`config.mk`:
```
export PLATFORM = sky130hd
export DESIGN_NAME = sbs_bridge
export DESIGN_NICKNAME = d
export VERILOG_FILES = /design/src/logic/sbs_pkg.sv /design/src/logic/sbs_steer.sv /design/src/logic/sbs_bridge.sv
export SDC_FILE = /design/constraint.sdc
export NUM_CORES = 1
export LEC_CHECK = 0
export CAP_MARGIN = 10
export CORE_MARGIN = 4
export CORE_UTILIZATION = 55
export DETAILED_ROUTE_END_ITERATION = 8
export DONT_BUFFER_PORTS = 1
export MAX_ROUTING_LAYER = met4
export PLACE_DENSITY = 0.7
export REMOVE_ABC_BUFFERS = 1
export SYNTH_ARGS = -nofsm -noshare
export SYNTH_HDL_FRONTEND = slang
export SYNTH_SLANG_ARGS = --single-unit
```
`constraint.sdc`:
```
create_clock -name ref_clk -period 5.4 [get_ports ref_clk]
set_input_delay 0.81 -clock ref_clk [delete_from_list [all_inputs] [get_ports ref_clk]]
set_output_delay 0.81 -clock ref_clk [all_outputs]
set_load 0.01 [all_outputs]
```
`src/logic/sbs_pkg.sv`:
```
// package for the shared bus steering and power block
package sbs_pkg;
    // register byte addresses on the apb slave
    localparam logic [7:0] ADDR_BUS_MODE   = 8'h04;
    localparam logic [7:0] ADDR_ALT_START  = 8'h08;
    localparam logic [7:0] ADDR_MEM_CFG    = 8'h0c;
    localparam logic [7:0] ADDR_DATA_PWR   = 8'h10;
    localparam logic [7:0] ADDR_STATUS     = 8'h14;
    // printed index of the bus activity mode register
    localparam logic [7:0] IDX_BUS_MODE    = 8'h01;
    // field positions
    localparam int BIT_INHIBIT     = 2;
    localparam int BIT_LATCH       = 3;
    localparam int BIT_ALT_EN      = 7;
    localparam int BIT_WIN_SEL     = 3;
    localparam int BIT_SMALL_BUF   = 4;
    localparam int BIT_ROM1_WIDE   = 5;
    localparam int BIT_CMEM_WIDE   = 6;
    localparam int BIT_CIO_WIDE    = 7;
    localparam int BIT_HOLD_EN     = 0;
    localparam int BIT_CLAMP_EN    = 1;
    localparam int BIT_ROM_OE_EN   = 2;
    // reset values
    localparam logic [7:0] RST_BUS_MODE  = 8'h00;
    localparam logic [7:0] RST_ALT_START = 8'h00;
    localparam logic [7:0] RST_MEM_CFG   = 8'h07;
    localparam logic [7:0] RST_TOM       = 8'h28;
    localparam logic [7:0] RST_DATA_PWR  = 8'h00;
    // 16 kbyte page numbers of the display windows and the dos top in cpu space
    localparam logic [5:0] PG_WIN_B8     = 6'h2e;
    localparam logic [5:0] PG_WIN_A0     = 6'h28;
    localparam logic [5:0] PG_DOS_TOP    = 6'h28;
    // one-hot states of the bus cycle sequencer
    typedef enum logic [3:0]
    {
        ST_IDLE  = 4'b0001,
        ST_ADDR  = 4'b0010,
        ST_DATA  = 4'b0100,
        ST_DONE  = 4'b1000
    } sbs_state_t;
    // target codes of a bus cycle
    typedef enum logic [2:0]
    {
        TGT_RAM   = 3'h0,
        TGT_ROM0  = 3'h1,
        TGT_ROM1  = 3'h2,
        TGT_XMEM  = 3'h3,
        TGT_XIO   = 3'h4,
        TGT_CMEM  = 3'h5,
        TGT_CIO   = 3'h6,
        TGT_INT   = 3'h7
    } sbs_tgt_t;
endpackage : sbs_pkg

```
`src/logic/sbs_steer.sv`:
```
// byte steering and target width selection
`timescale 1ns/1ps
module sbs_steer
(
    // cycle description
    input  wire logic [2:0]  tgt,
    input  wire logic        odd_byte,
    input  wire logic        word_op,
    input  wire logic        second_half,
    input  wire logic [15:0] wdata,
    // width sources
    input  wire logic        rom0_width_pin,
    input  wire logic        rom1_width_bit,
    input  wire logic        card_mem_size_bit,
    input  wire logic        card_io_size_bit,
    input  wire logic        card_wp_pin,
    input  wire logic        memcs16_en,
    input  wire logic        memcs16_n,
    input  wire logic        iocs16_en,
    input  wire logic        iocs16_n,
    // results
    output logic             wide,
    output logic             split,
    output logic [1:0]       lanes,
    output logic [15:0]      pin_data
);
    always_comb
    begin
        case (sbs_pkg::sbs_tgt_t'(tgt))
            sbs_pkg::TGT_RAM:  wide = 1'b1;
            sbs_pkg::TGT_ROM0: wide = rom0_width_pin;
            sbs_pkg::TGT_ROM1: wide = rom1_width_bit;
            sbs_pkg::TGT_XMEM: wide = memcs16_en & ~memcs16_n;
            sbs_pkg::TGT_XIO:  wide = iocs16_en & ~iocs16_n;
            sbs_pkg::TGT_CMEM: wide = card_mem_size_bit;
            sbs_pkg::TGT_CIO:  wide = card_io_size_bit | card_wp_pin;
            default:           wide = 1'b1;
        endcase
    end
    always_comb
    begin
        split = word_op & ~wide;
        if (word_op && wide)
        begin
            lanes    = 2'b11;
            pin_data = wdata;
        end
        else if (word_op)
        begin
            lanes    = 2'b01;
            pin_data = {8'h00, second_half ? wdata[15:8] : wdata[7:0]};
        end
        else if (odd_byte && wide)
        begin
            lanes    = 2'b10;
            pin_data = {wdata[15:8], 8'h00};
        end
        else if (odd_byte)
        begin
            lanes    = 2'b01;
            pin_data = {8'h00, wdata[15:8]};
        end
        else
        begin
            lanes    = 2'b01;
            pin_data = {8'h00, wdata[7:0]};
        end
    end
endmodule : sbs_steer

```
`src/logic/sbs_bridge.sv`:
```
// shared bus bridge: display mapping, address, data and strobe control
//
// Implementation choice: register access over APB.
`timescale 1ns/1ps
module sbs_bridge
(
    // clock and reset
    input  wire logic        ref_clk,
    input  wire logic        rst_n,
    // apb slave
    input  wire logic        psel,
    input  wire logic        penable,
    input  wire logic        pwrite,
    input  wire logic [7:0]  paddr,
    input  wire logic [31:0] pwdata,
    output logic [31:0]      prdata,
    output logic             pready,
    output logic             pslverr,
    // cpu cycle request
    input  wire logic        cyc_start,
    input  wire logic        cyc_io,
    input  wire logic        cyc_write,
    input  wire logic        cyc_word,
    input  wire logic [2:0]  cyc_tgt,
    input  wire logic [19:0] cpu_address_bits,
    input  wire logic [15:0] cyc_wdata,
    output logic             cyc_done,
    output logic             cyc_block,
    output logic [15:0]      cyc_rdata,
    // lcd refresh master
    input  wire logic        refresh_req,
    input  wire logic [15:1] refresh_word_offset,
    // width sources and power state
    input  wire logic        rom0_width_pin,
    input  wire logic        card_wp_pin,
    input  wire logic        memcs16_en,
    input  wire logic        memcs16_n,
    input  wire logic        iocs16_en,
    input  wire logic        iocs16_n,
    input  wire logic        clock_stopped,
    // external bus pins
    output logic [23:0]      addr_pin,
    input  wire logic [15:0] data_in,
    output logic [15:0]      data_out,
    output logic [15:0]      data_oe,
    output logic             io_read_strobe_n,
    output logic             io_write_strobe_n,
    output logic             mem_read_strobe_n,
    output logic             mem_write_strobe_n
);
    typedef struct packed
    {
        sbs_pkg::sbs_state_t st;
        logic [7:0]  mode;
        logic [7:0]  alt;
        logic [7:0]  mcfg;
        logic [7:0]  tom;
        logic [7:0]  dpwr;
        logic [31:0] prdata;
        logic        pready;
        logic        pslverr;
        logic        io;
        logic        wr;
        logic        word;
        logic        half;
        logic        refr;
        logic        blk;
        logic [2:0]  tgt;
        logic [15:0] wd;
        logic [15:0] rd;
        logic [15:0] hold;
        logic [23:0] addr;
        logic [15:0] dout;
        logic [15:0] doe;
        logic        ior_n;
        logic        iow_n;
        logic        mrd_n;
        logic        mwr_n;
        logic        done;
    } sbs_regs_t;

    sbs_regs_t state_reg;
    sbs_regs_t state_next;

    logic        wide;
    logic        split;
    logic [1:0]  lanes;
    logic [15:0] lane_data;
    logic        odd_b;

    assign odd_b = state_reg.addr[0];

    sbs_steer u_steer
    (
        .tgt               (state_reg.tgt),
        .odd_byte          (odd_b),
        .word_op           (state_reg.word),
        .second_half       (state_reg.half),
        .wdata             (state_reg.wd),
        .rom0_width_pin    (rom0_width_pin),
        .rom1_width_bit    (state_reg.mcfg[sbs_pkg::BIT_ROM1_WIDE]),
        .card_mem_size_bit (state_reg.mcfg[sbs_pkg::BIT_CMEM_WIDE]),
        .card_io_size_bit  (state_reg.mcfg[sbs_pkg::BIT_CIO_WIDE]),
        .card_wp_pin       (card_wp_pin),
        .memcs16_en        (memcs16_en),
        .memcs16_n         (memcs16_n),
        .iocs16_en         (iocs16_en),
        .iocs16_n          (iocs16_n),
        .wide              (wide),
        .split             (split),
        .lanes             (lanes),
        .pin_data          (lane_data)
    );

    // cpu page (16k) of an address
    function automatic logic [5:0] page_of(input logic [19:0] a);
        page_of = a[19:14];
    endfunction : page_of

    // true when the page lies in the active display window
    function automatic logic in_window(input logic [5:0] pg,
                                       input logic win);
        if (win)
            in_window = (pg[5:2] == sbs_pkg::PG_WIN_A0[5:2]);
        else
            in_window = (pg[5:1] == sbs_pkg::PG_WIN_B8[5:1]);
    endfunction : in_window

    // physical address: last bank number in mcfg[2:0], 512k per bank, 24-bit
    logic [2:0]  last_bank;
    logic [5:0]  cpu_pg;
    logic        win_hit;
    logic [16:0] buf_off;
    logic [23:0] map_addr;
    logic [23:0] io_addr;
    logic [23:0] refr_addr;
    logic        over_tom;

    assign last_bank = state_reg.mcfg[2:0];
    assign cpu_pg    = page_of(cpu_address_bits);
    assign win_hit   = in_window(cpu_pg,
                         state_reg.mcfg[sbs_pkg::BIT_WIN_SEL]);
    assign over_tom  = (cpu_pg < sbs_pkg::PG_DOS_TOP)
                       && (cpu_pg >= state_reg.tom[5:0]);

    always_comb
    begin
        // primary buffer sits at top of last bank
        if (state_reg.mcfg[sbs_pkg::BIT_SMALL_BUF])
            buf_off = {3'b111, cpu_address_bits[13:0]};
        else if (state_reg.mcfg[sbs_pkg::BIT_WIN_SEL])
            buf_off = {1'b1, cpu_address_bits[15:0]};
        else
            buf_off = {2'b11, cpu_address_bits[14:0]};
    end

    assign map_addr = win_hit
        ? {2'h0, last_bank, 2'b11, buf_off}
        : {4'h0, cpu_address_bits};
    assign io_addr  = {state_reg.mode[sbs_pkg::BIT_LATCH]
                       ? state_reg.addr[23:16] : 8'h00,
                       cpu_address_bits[15:0]};
    assign refr_addr = state_reg.alt[sbs_pkg::BIT_ALT_EN]
        ? {8'hff, state_reg.alt[6:0], refresh_word_offset[8:1], 1'b0}
        : {8'hff, refresh_word_offset, 1'b0};

    // apb read mux
    function automatic logic [31:0] reg_read(input sbs_regs_t s,
                                             input logic [7:0] a);
        case (a)
            sbs_pkg::ADDR_BUS_MODE:  reg_read = {24'h0, s.mode};
            sbs_pkg::ADDR_ALT_START: reg_read = {24'h0, s.alt};
            sbs_pkg::ADDR_MEM_CFG:   reg_read = {16'h0, s.tom, s.mcfg};
            sbs_pkg::ADDR_DATA_PWR:  reg_read = {24'h0, s.dpwr};
            sbs_pkg::ADDR_STATUS:    reg_read = {23'h0, s.blk, s.st,
                                                 s.tgt, s.refr};
            default:                 reg_read = 32'h0;
        endcase
    endfunction : reg_read

    function automatic logic known(input logic [7:0] a);
        known = (a == sbs_pkg::ADDR_BUS_MODE) || (a == sbs_pkg::ADDR_ALT_START)
             || (a == sbs_pkg::ADDR_MEM_CFG)  || (a == sbs_pkg::ADDR_DATA_PWR)
             || (a == sbs_pkg::ADDR_STATUS);
    endfunction : known

    logic ext_tgt;
    logic internal;
    assign internal = (state_reg.tgt == sbs_pkg::TGT_INT);
    assign ext_tgt  = ~internal;

    always_comb
    begin
        state_next         = state_reg;
        state_next.pready  = 1'b0;
        state_next.pslverr = 1'b0;
        state_next.done    = 1'b0;
        // apb slave answers one cycle into the access phase
        if (psel && penable && !state_reg.pready)
        begin
            state_next.pready  = 1'b1;
            state_next.pslverr = ~known(paddr);
            state_next.prdata  = reg_read(state_reg, paddr);
        end
        // a write lands only on the edge at which the master sees pready
        if (psel && penable && pwrite && state_reg.pready)
        begin
            case (paddr)
                sbs_pkg::ADDR_BUS_MODE:  state_next.mode = pwdata[7:0];
                sbs_pkg::ADDR_ALT_START: state_next.alt  = pwdata[7:0];
                sbs_pkg::ADDR_MEM_CFG:
                begin
                    state_next.mcfg = pwdata[7:0];
                    state_next.tom  = pwdata[15:8];
                end
                sbs_pkg::ADDR_DATA_PWR:
                    state_next.dpwr = pwdata[7:0];
                default: ;
            endcase
        end
        case (state_reg.st)
            sbs_pkg::ST_IDLE:
            begin
                if (refresh_req)
                begin
                    state_next.refr = 1'b1;
                    state_next.addr = refr_addr;
                    state_next.st   = sbs_pkg::ST_DONE;
                end
                else if (cyc_start)
                begin
                    state_next.refr = 1'b0;
                    state_next.io   = cyc_io;
                    state_next.wr   = cyc_write;
                    state_next.word = cyc_word;
                    state_next.half = 1'b0;
                    state_next.tgt  = cyc_tgt;
                    state_next.wd   = cyc_wdata;
                    state_next.blk  = ~cyc_io & over_tom & ~win_hit;
                    if (cyc_io)
                        state_next.addr = io_addr;
                    else if (state_reg.mode[sbs_pkg::BIT_LATCH]
                             && cyc_tgt != sbs_pkg::TGT_RAM)
                        state_next.addr = {state_reg.addr[23:20],
                                           map_addr[19:0]};
                    else
                        state_next.addr = map_addr;
                    state_next.st = sbs_pkg::ST_ADDR;
                end
            end
            sbs_pkg::ST_ADDR:
            begin
                if (state_reg.blk)
                    state_next.st = sbs_pkg::ST_DONE;
                else
                begin
                    state_next.st = sbs_pkg::ST_DATA;
                    if (!(internal && state_reg.mode[sbs_pkg::BIT_INHIBIT]))
                    begin
                        state_next.ior_n = ~(state_reg.io & ~state_reg.wr);
                        state_next.iow_n = ~(state_reg.io & state_reg.wr);
                        state_next.mrd_n = ~(~state_reg.io & ~state_reg.wr
                            & (state_reg.tgt != sbs_pkg::TGT_RAM)
                            & ((state_reg.tgt != sbs_pkg::TGT_ROM0
                                && state_reg.tgt != sbs_pkg::TGT_ROM1)
                               | state_reg.dpwr[sbs_pkg::BIT_ROM_OE_EN]));
                        state_next.mwr_n = ~(~state_reg.io & state_reg.wr
                            & (state_reg.tgt != sbs_pkg::TGT_RAM)
                            & (state_reg.tgt != sbs_pkg::TGT_ROM0)
                            & (state_reg.tgt != sbs_pkg::TGT_ROM1));
                        if (state_reg.wr)
                        begin
                            state_next.dout = lane_data;
                            state_next.doe  = {{8{lanes[1]}},
                                               {8{lanes[0]}}};
                        end
                        else
                            state_next.doe = 16'h0000;
                    end
                end
            end
            sbs_pkg::ST_DATA:
            begin
                state_next.ior_n = 1'b1;
                state_next.iow_n = 1'b1;
                state_next.mrd_n = 1'b1;
                state_next.mwr_n = 1'b1;
                if (!state_reg.wr)
                begin
                    if (state_reg.half)
                        state_next.rd = {data_in[7:0], state_reg.rd[7:0]};
                    else if (split || !odd_b || wide)
                        state_next.rd = data_in;
                    else
                        state_next.rd = {data_in[7:0], 8'h00};
                end
                if (ext_tgt)
                    state_next.hold = state_reg.wr ? lane_data : data_in;
                if (split && !state_reg.half)
                begin
                    state_next.half = 1'b1;
                    state_next.st   = sbs_pkg::ST_ADDR;
                    state_next.addr = state_reg.addr | 24'h000001;
                end
                else
                    state_next.st = sbs_pkg::ST_DONE;
            end
            sbs_pkg::ST_DONE:
            begin
                state_next.done = ~state_reg.refr;
                state_next.st   = sbs_pkg::ST_IDLE;
                if (state_reg.dpwr[sbs_pkg::BIT_HOLD_EN] && !state_reg.refr)
                begin
                    state_next.dout = state_reg.hold;
                    state_next.doe  = 16'hffff;
                end
                else
                    state_next.doe = 16'h0000;
            end
            default: state_next.st = sbs_pkg::ST_IDLE;
        endcase
        if (clock_stopped && state_reg.dpwr[sbs_pkg::BIT_CLAMP_EN])
        begin
            state_next.dout = 16'h0000;
            state_next.doe  = 16'hffff;
        end
    end

    always_ff @(posedge ref_clk or negedge rst_n)
    begin
        if (!rst_n)
        begin
            state_reg       <= '0;
            state_reg.st    <= sbs_pkg::ST_IDLE;
            state_reg.mode  <= sbs_pkg::RST_BUS_MODE;
            state_reg.alt   <= sbs_pkg::RST_ALT_START;
            state_reg.mcfg  <= sbs_pkg::RST_MEM_CFG;
            state_reg.tom   <= sbs_pkg::RST_TOM;
            state_reg.dpwr  <= sbs_pkg::RST_DATA_PWR;
            state_reg.ior_n <= 1'b1;
            state_reg.iow_n <= 1'b1;
            state_reg.mrd_n <= 1'b1;
            state_reg.mwr_n <= 1'b1;
        end
        else
            state_reg <= state_next;
    end

    assign prdata             = state_reg.prdata;
    assign pready             = state_reg.pready;
    assign pslverr            = state_reg.pslverr;
    assign cyc_done           = state_reg.done;
    assign cyc_block          = state_reg.blk;
    assign cyc_rdata          = state_reg.rd;
    assign addr_pin           = state_reg.addr;
    assign data_out           = state_reg.dout;
    assign data_oe            = state_reg.doe;
    assign io_read_strobe_n   = state_reg.ior_n;
    assign io_write_strobe_n  = state_reg.iow_n;
    assign mem_read_strobe_n  = state_reg.mrd_n;
    assign mem_write_strobe_n = state_reg.mwr_n;

    a_ram_no_mstrb: assert property (@(posedge ref_clk) disable iff (!rst_n)
        (state_reg.tgt == sbs_pkg::TGT_RAM && !state_reg.refr)
        |-> (mem_read_strobe_n && mem_write_strobe_n))
        else $error("memory strobe during ram access");
    a_inhibit_quiet: assert property (@(posedge ref_clk) disable iff (!rst_n)
        (internal && state_reg.mode[sbs_pkg::BIT_INHIBIT])
        |-> (io_read_strobe_n && io_write_strobe_n))
        else $error("i/o strobe under bus inhibit");
    a_refresh_high: assert property (@(posedge ref_clk) disable iff (!rst_n)
        (state_reg.st == sbs_pkg::ST_IDLE && refresh_req)
        |=> (addr_pin[23:16] == 8'hff))
        else $error("refresh address not high");
    a_clamp_low: assert property (@(posedge ref_clk) disable iff (!rst_n)
        (clock_stopped && state_reg.dpwr[sbs_pkg::BIT_CLAMP_EN])
        |=> (data_oe == 16'hffff && data_out == 16'h0000))
        else $error("data not clamped low");
    a_io_low_addr: assert property (@(posedge ref_clk) disable iff (!rst_n)
        (state_reg.st == sbs_pkg::ST_IDLE && !refresh_req && cyc_start
         && cyc_io && !state_reg.mode[sbs_pkg::BIT_LATCH])
        |=> (addr_pin == {8'h00, $past(cpu_address_bits[15:0])}))
        else $error("i/o address wrong");
    a_read_no_drive: assert property (@(posedge ref_clk) disable iff (!rst_n)
        (state_reg.st == sbs_pkg::ST_DATA && !state_reg.wr
         && state_reg.dpwr == 8'h00) |-> (data_oe == 16'h0000))
        else $error("data driven on read");
    a_hold_drive: assert property (@(posedge ref_clk) disable iff (!rst_n)
        (state_reg.st == sbs_pkg::ST_DONE && !state_reg.refr
         && state_reg.dpwr[1:0] == 2'b01) |=> (data_oe == 16'hffff))
        else $error("hold value not driven");
    a_apb_answer: assert property (@(posedge ref_clk) disable iff (!rst_n)
        (psel && penable && !pready) |=> pready)
        else $error("apb answer late");
    c_refresh: cover property (@(posedge ref_clk) disable iff (!rst_n)
        refresh_req && state_reg.alt[sbs_pkg::BIT_ALT_EN]);
    c_split: cover property (@(posedge ref_clk) disable iff (!rst_n)
        split && state_reg.half);
    c_block: cover property (@(posedge ref_clk) disable iff (!rst_n)
        cyc_block);
endmodule : sbs_bridge

```
==> results.cfg <==
[timing]
drv_slew = 0
period_share = 0.525
tightest_slew_ns = 1.15
fin_setup_tns_ns = 0
skew_ns = 0.00727
min_period_ns = 2.84
rsz0062_at_grt = no
max_freq_mhz = 353
hold_violations = 0
relSlewSlack = 0.228
finalSetupViolCount = 0

[cells_and_area]
fin_util = 0.565
fin_cells = 1007
final_nets = 916
diodes = 0
design_area_sq_um = 8680
area_growth_syn_to_layout_pct = -0.445
drive_gt1_frac = 0.132
fillers = 1348
largest_reg_flops = 81

[routing]
first_pass_iters = 5
vias = 6159
ant_nets = 0
drt_iter0_drc = 502
vias_per_cell = 6.12
wl_per_cell_um = 21.2
drc = 0
drt-total-wl_um = 21400

[synthesis]
synthCells = 900
synth.area.mux_share = 0.0887
synth.avg_cell_area_sq_um = 9.68
synth_top_family_by_area = compound AO/OA/AOI/OAI gates
synthArstFlopShare = 1.00
synth-seq-cells = 165
synthSimpleGateAreaFrac = 0.139
synthDistinctLibCells = 58
synthAdderAreaFrac = 0.00976
ys_seq_area_frac = 0.475
netlist_area_sq_um = 8720
synth_compound_area_frac = 0.164
synth_warnings = 0
synth_edf_count = 0
synthFlopType = dfrtp_1
synthXorXnorAreaFrac = 0.00100

[place]
dpl_cell_area_sq_um = 8090
dp.cells = 975
io_buffers = 0
routabilityCongestion = 0.897
dp_hpwl_um = 15200

[worst_setup_path]
worst-path-max-fanout = 34
cp-end-kind = register
worstRegToRegCells = 4
crit_type = register to register
cp.arrival_ns = 3.18
critPathLaunchType = register
required_ns = 5.75

[floorplan]
die_w_um = 134
rows = 45
io_pins = 239
initial_core_util = 0.567
core_area_sq_um = 15400
dieArea_sq_um = 17900
die_y_um = 134

[global_route]
antenna_found_initial = 0
grt_pass1_vias = 6165
grt_max_degree = 166
grt_util_all_layers = 0.249
grt_pass1_wl_um = 34400
grt_overflow = 0

[outcome]
status = complete, no violations

[power_and_ir_drop]
max-vdd-ir-drop_mv = 0.320
power_mw = 4.47
p_per_area_nw_per_um2 = 515
leakage_nw = 3.96

[worst_hold_path]
hold_class = input port to asynchronous set/reset pin

[clock_tree]
cts_hold_buffers = 0
cts_tree = done
cts_max_level = 4
cts_root_buf = clkbuf_16
cts_resized = 0
numCtsBuffers = 17
clkTransAtPathRegs_ns = 0.07
post_cts_buffers = 0
cts.sink_count = 165
clk_path_buf_depth = 2
clkLatencyLatePin_ns = 0.43

[job]
drv_cap = 0
[critical path: stages, from the launching register on]
cell      delay, ns
dfrtp_1        1.02
nand3_1        0.26
a211oi_4       1.02
o21ai_0        0.21
a31oi_1        0.22
[power by group]
part	switching (mW)	total [mW]	internal, mW
clock	0.516	1.21	0.696
sequential	0.578	2.18	1.61
combinational	0.605	1.08	0.471
total	1.70	4.47	2.77
[per-layer routing]
metal  wire length [um]  vias to the layer above  global-route usage  share of wire
met3               2280                       27              0.0795           0.11
met4                428                        0              0.0800          0.020
li1                   -                     2796                   -              -
met5                  0                        -                   -              0
met1               8930                     3033               0.326           0.42
met2               9740                      303               0.371           0.46
[synth_stat cells, types with 3 or more instances]
master    instances  area, sq um
dfrtp_1         155         3880
nand2_1         122          458
buf_4           105          788
nor2_1           64          240
a21oi_1          57          285
o21ai_0          54          270
mux2i_1          39          390
clkbuf_1         36          135
mux2_2           34          383
a22o_1           24          210
a31oi_1          22          138
nand3_1          21          105
a21o_1           16          120
nand2b_1         13         81.3
nor2b_1          12         75.1
a22oi_1          10         75.1
dfstp_2          10          263
inv_1            10         37.5
a221oi_1          9         78.8
a31o_2            9         78.8
buf_2             7         35.0
ha_1              6         75.1
nand3b_1          6         45.0
nor3_1            5         25.0
buf_1             4         15.0
a211oi_1          3         22.5
and3_1            3         18.8
nor4b_2           3         45.0
o21ai_1           3         15.0
[placed cells by master, fill, tap and decap left out, drive strengths merged, types with 3 or more instances in the layout]
| cell | count |
|---|---|
| a22o | 24 |
| mux2i | 39 |
| o21ai | 57 |
| nand2b | 13 |
| nor2b | 12 |
| dfrtp | 155 |
| a31oi | 24 |
| buf | 5 |
| a21oi | 57 |
| nor4b | 4 |
| dfstp | 10 |
| a22oi | 10 |
| clkinvlp | 6 |
| a211oi | 3 |
| nand3 | 21 |
| nor2 | 64 |
| nand2 | 123 |
| a221oi | 9 |
| mux2 | 34 |
| a31o | 9 |
| inv | 15 |
| clkbuf | 18 |
| nand3b | 6 |
| clkinv | 4 |
| nor3 | 6 |
| conb | 16 |
| and3 | 3 |
| a21o | 16 |
| ha | 6 |
[path summary, 6_finish.rpt]
| path | startpoint | to | slack, ns |
|---|---|---|---|
| max in group asynchronous | rst_n | io_write_strobe_n | 5.07 |
| worst min-delay path | rst_n | prdata[15] | 0.07 |
| worst max register to register | state_reg[116] | data_out[5] | 2.56 |
| min in group ref_clk | cyc_wdata[8] | state_reg[101] | 0.48 |
| worst min register to register | state_reg[167] | prdata[15] | 0.50 |
| worst max-delay path | state_reg[116] | data_out[5] | 2.56 |
[stage by stage]
stage,hold slack [ns],setup slack [ns]
global route,0.0489,2.30
CTS,0.0611,2.60
finish,0.0705,2.56
global placement,0.473,2.71
detailed placement,0.493,2.63
floorplan,0.448,1.97
[logic make-up after synthesis]
group                    count (synthesis)
AND/OR/NAND/NOR                        264
AO/OA/AOI/OAI                          220
buffers and inverters                  169
flip-flops                             165
multiplexers                            73
adder cells (fa/ha/maj)                  7
other                                    1
XOR/XNOR                                 1
[cell type report]
cell class,count,area (sq um),share of cell area
Multi-Input combinational cell,581,3600,0.414
Tap cell,211,264,0.0304
Inverter,13,48.8,0.00562
Timing Repair Buffer,5,37.5,0.00433
Clock buffer,18,439,0.0506
Sequential cell,165,4140,0.477
Clock inverter,14,150,0.0173
Note: power is estimated with default switching activity, not from simulation.
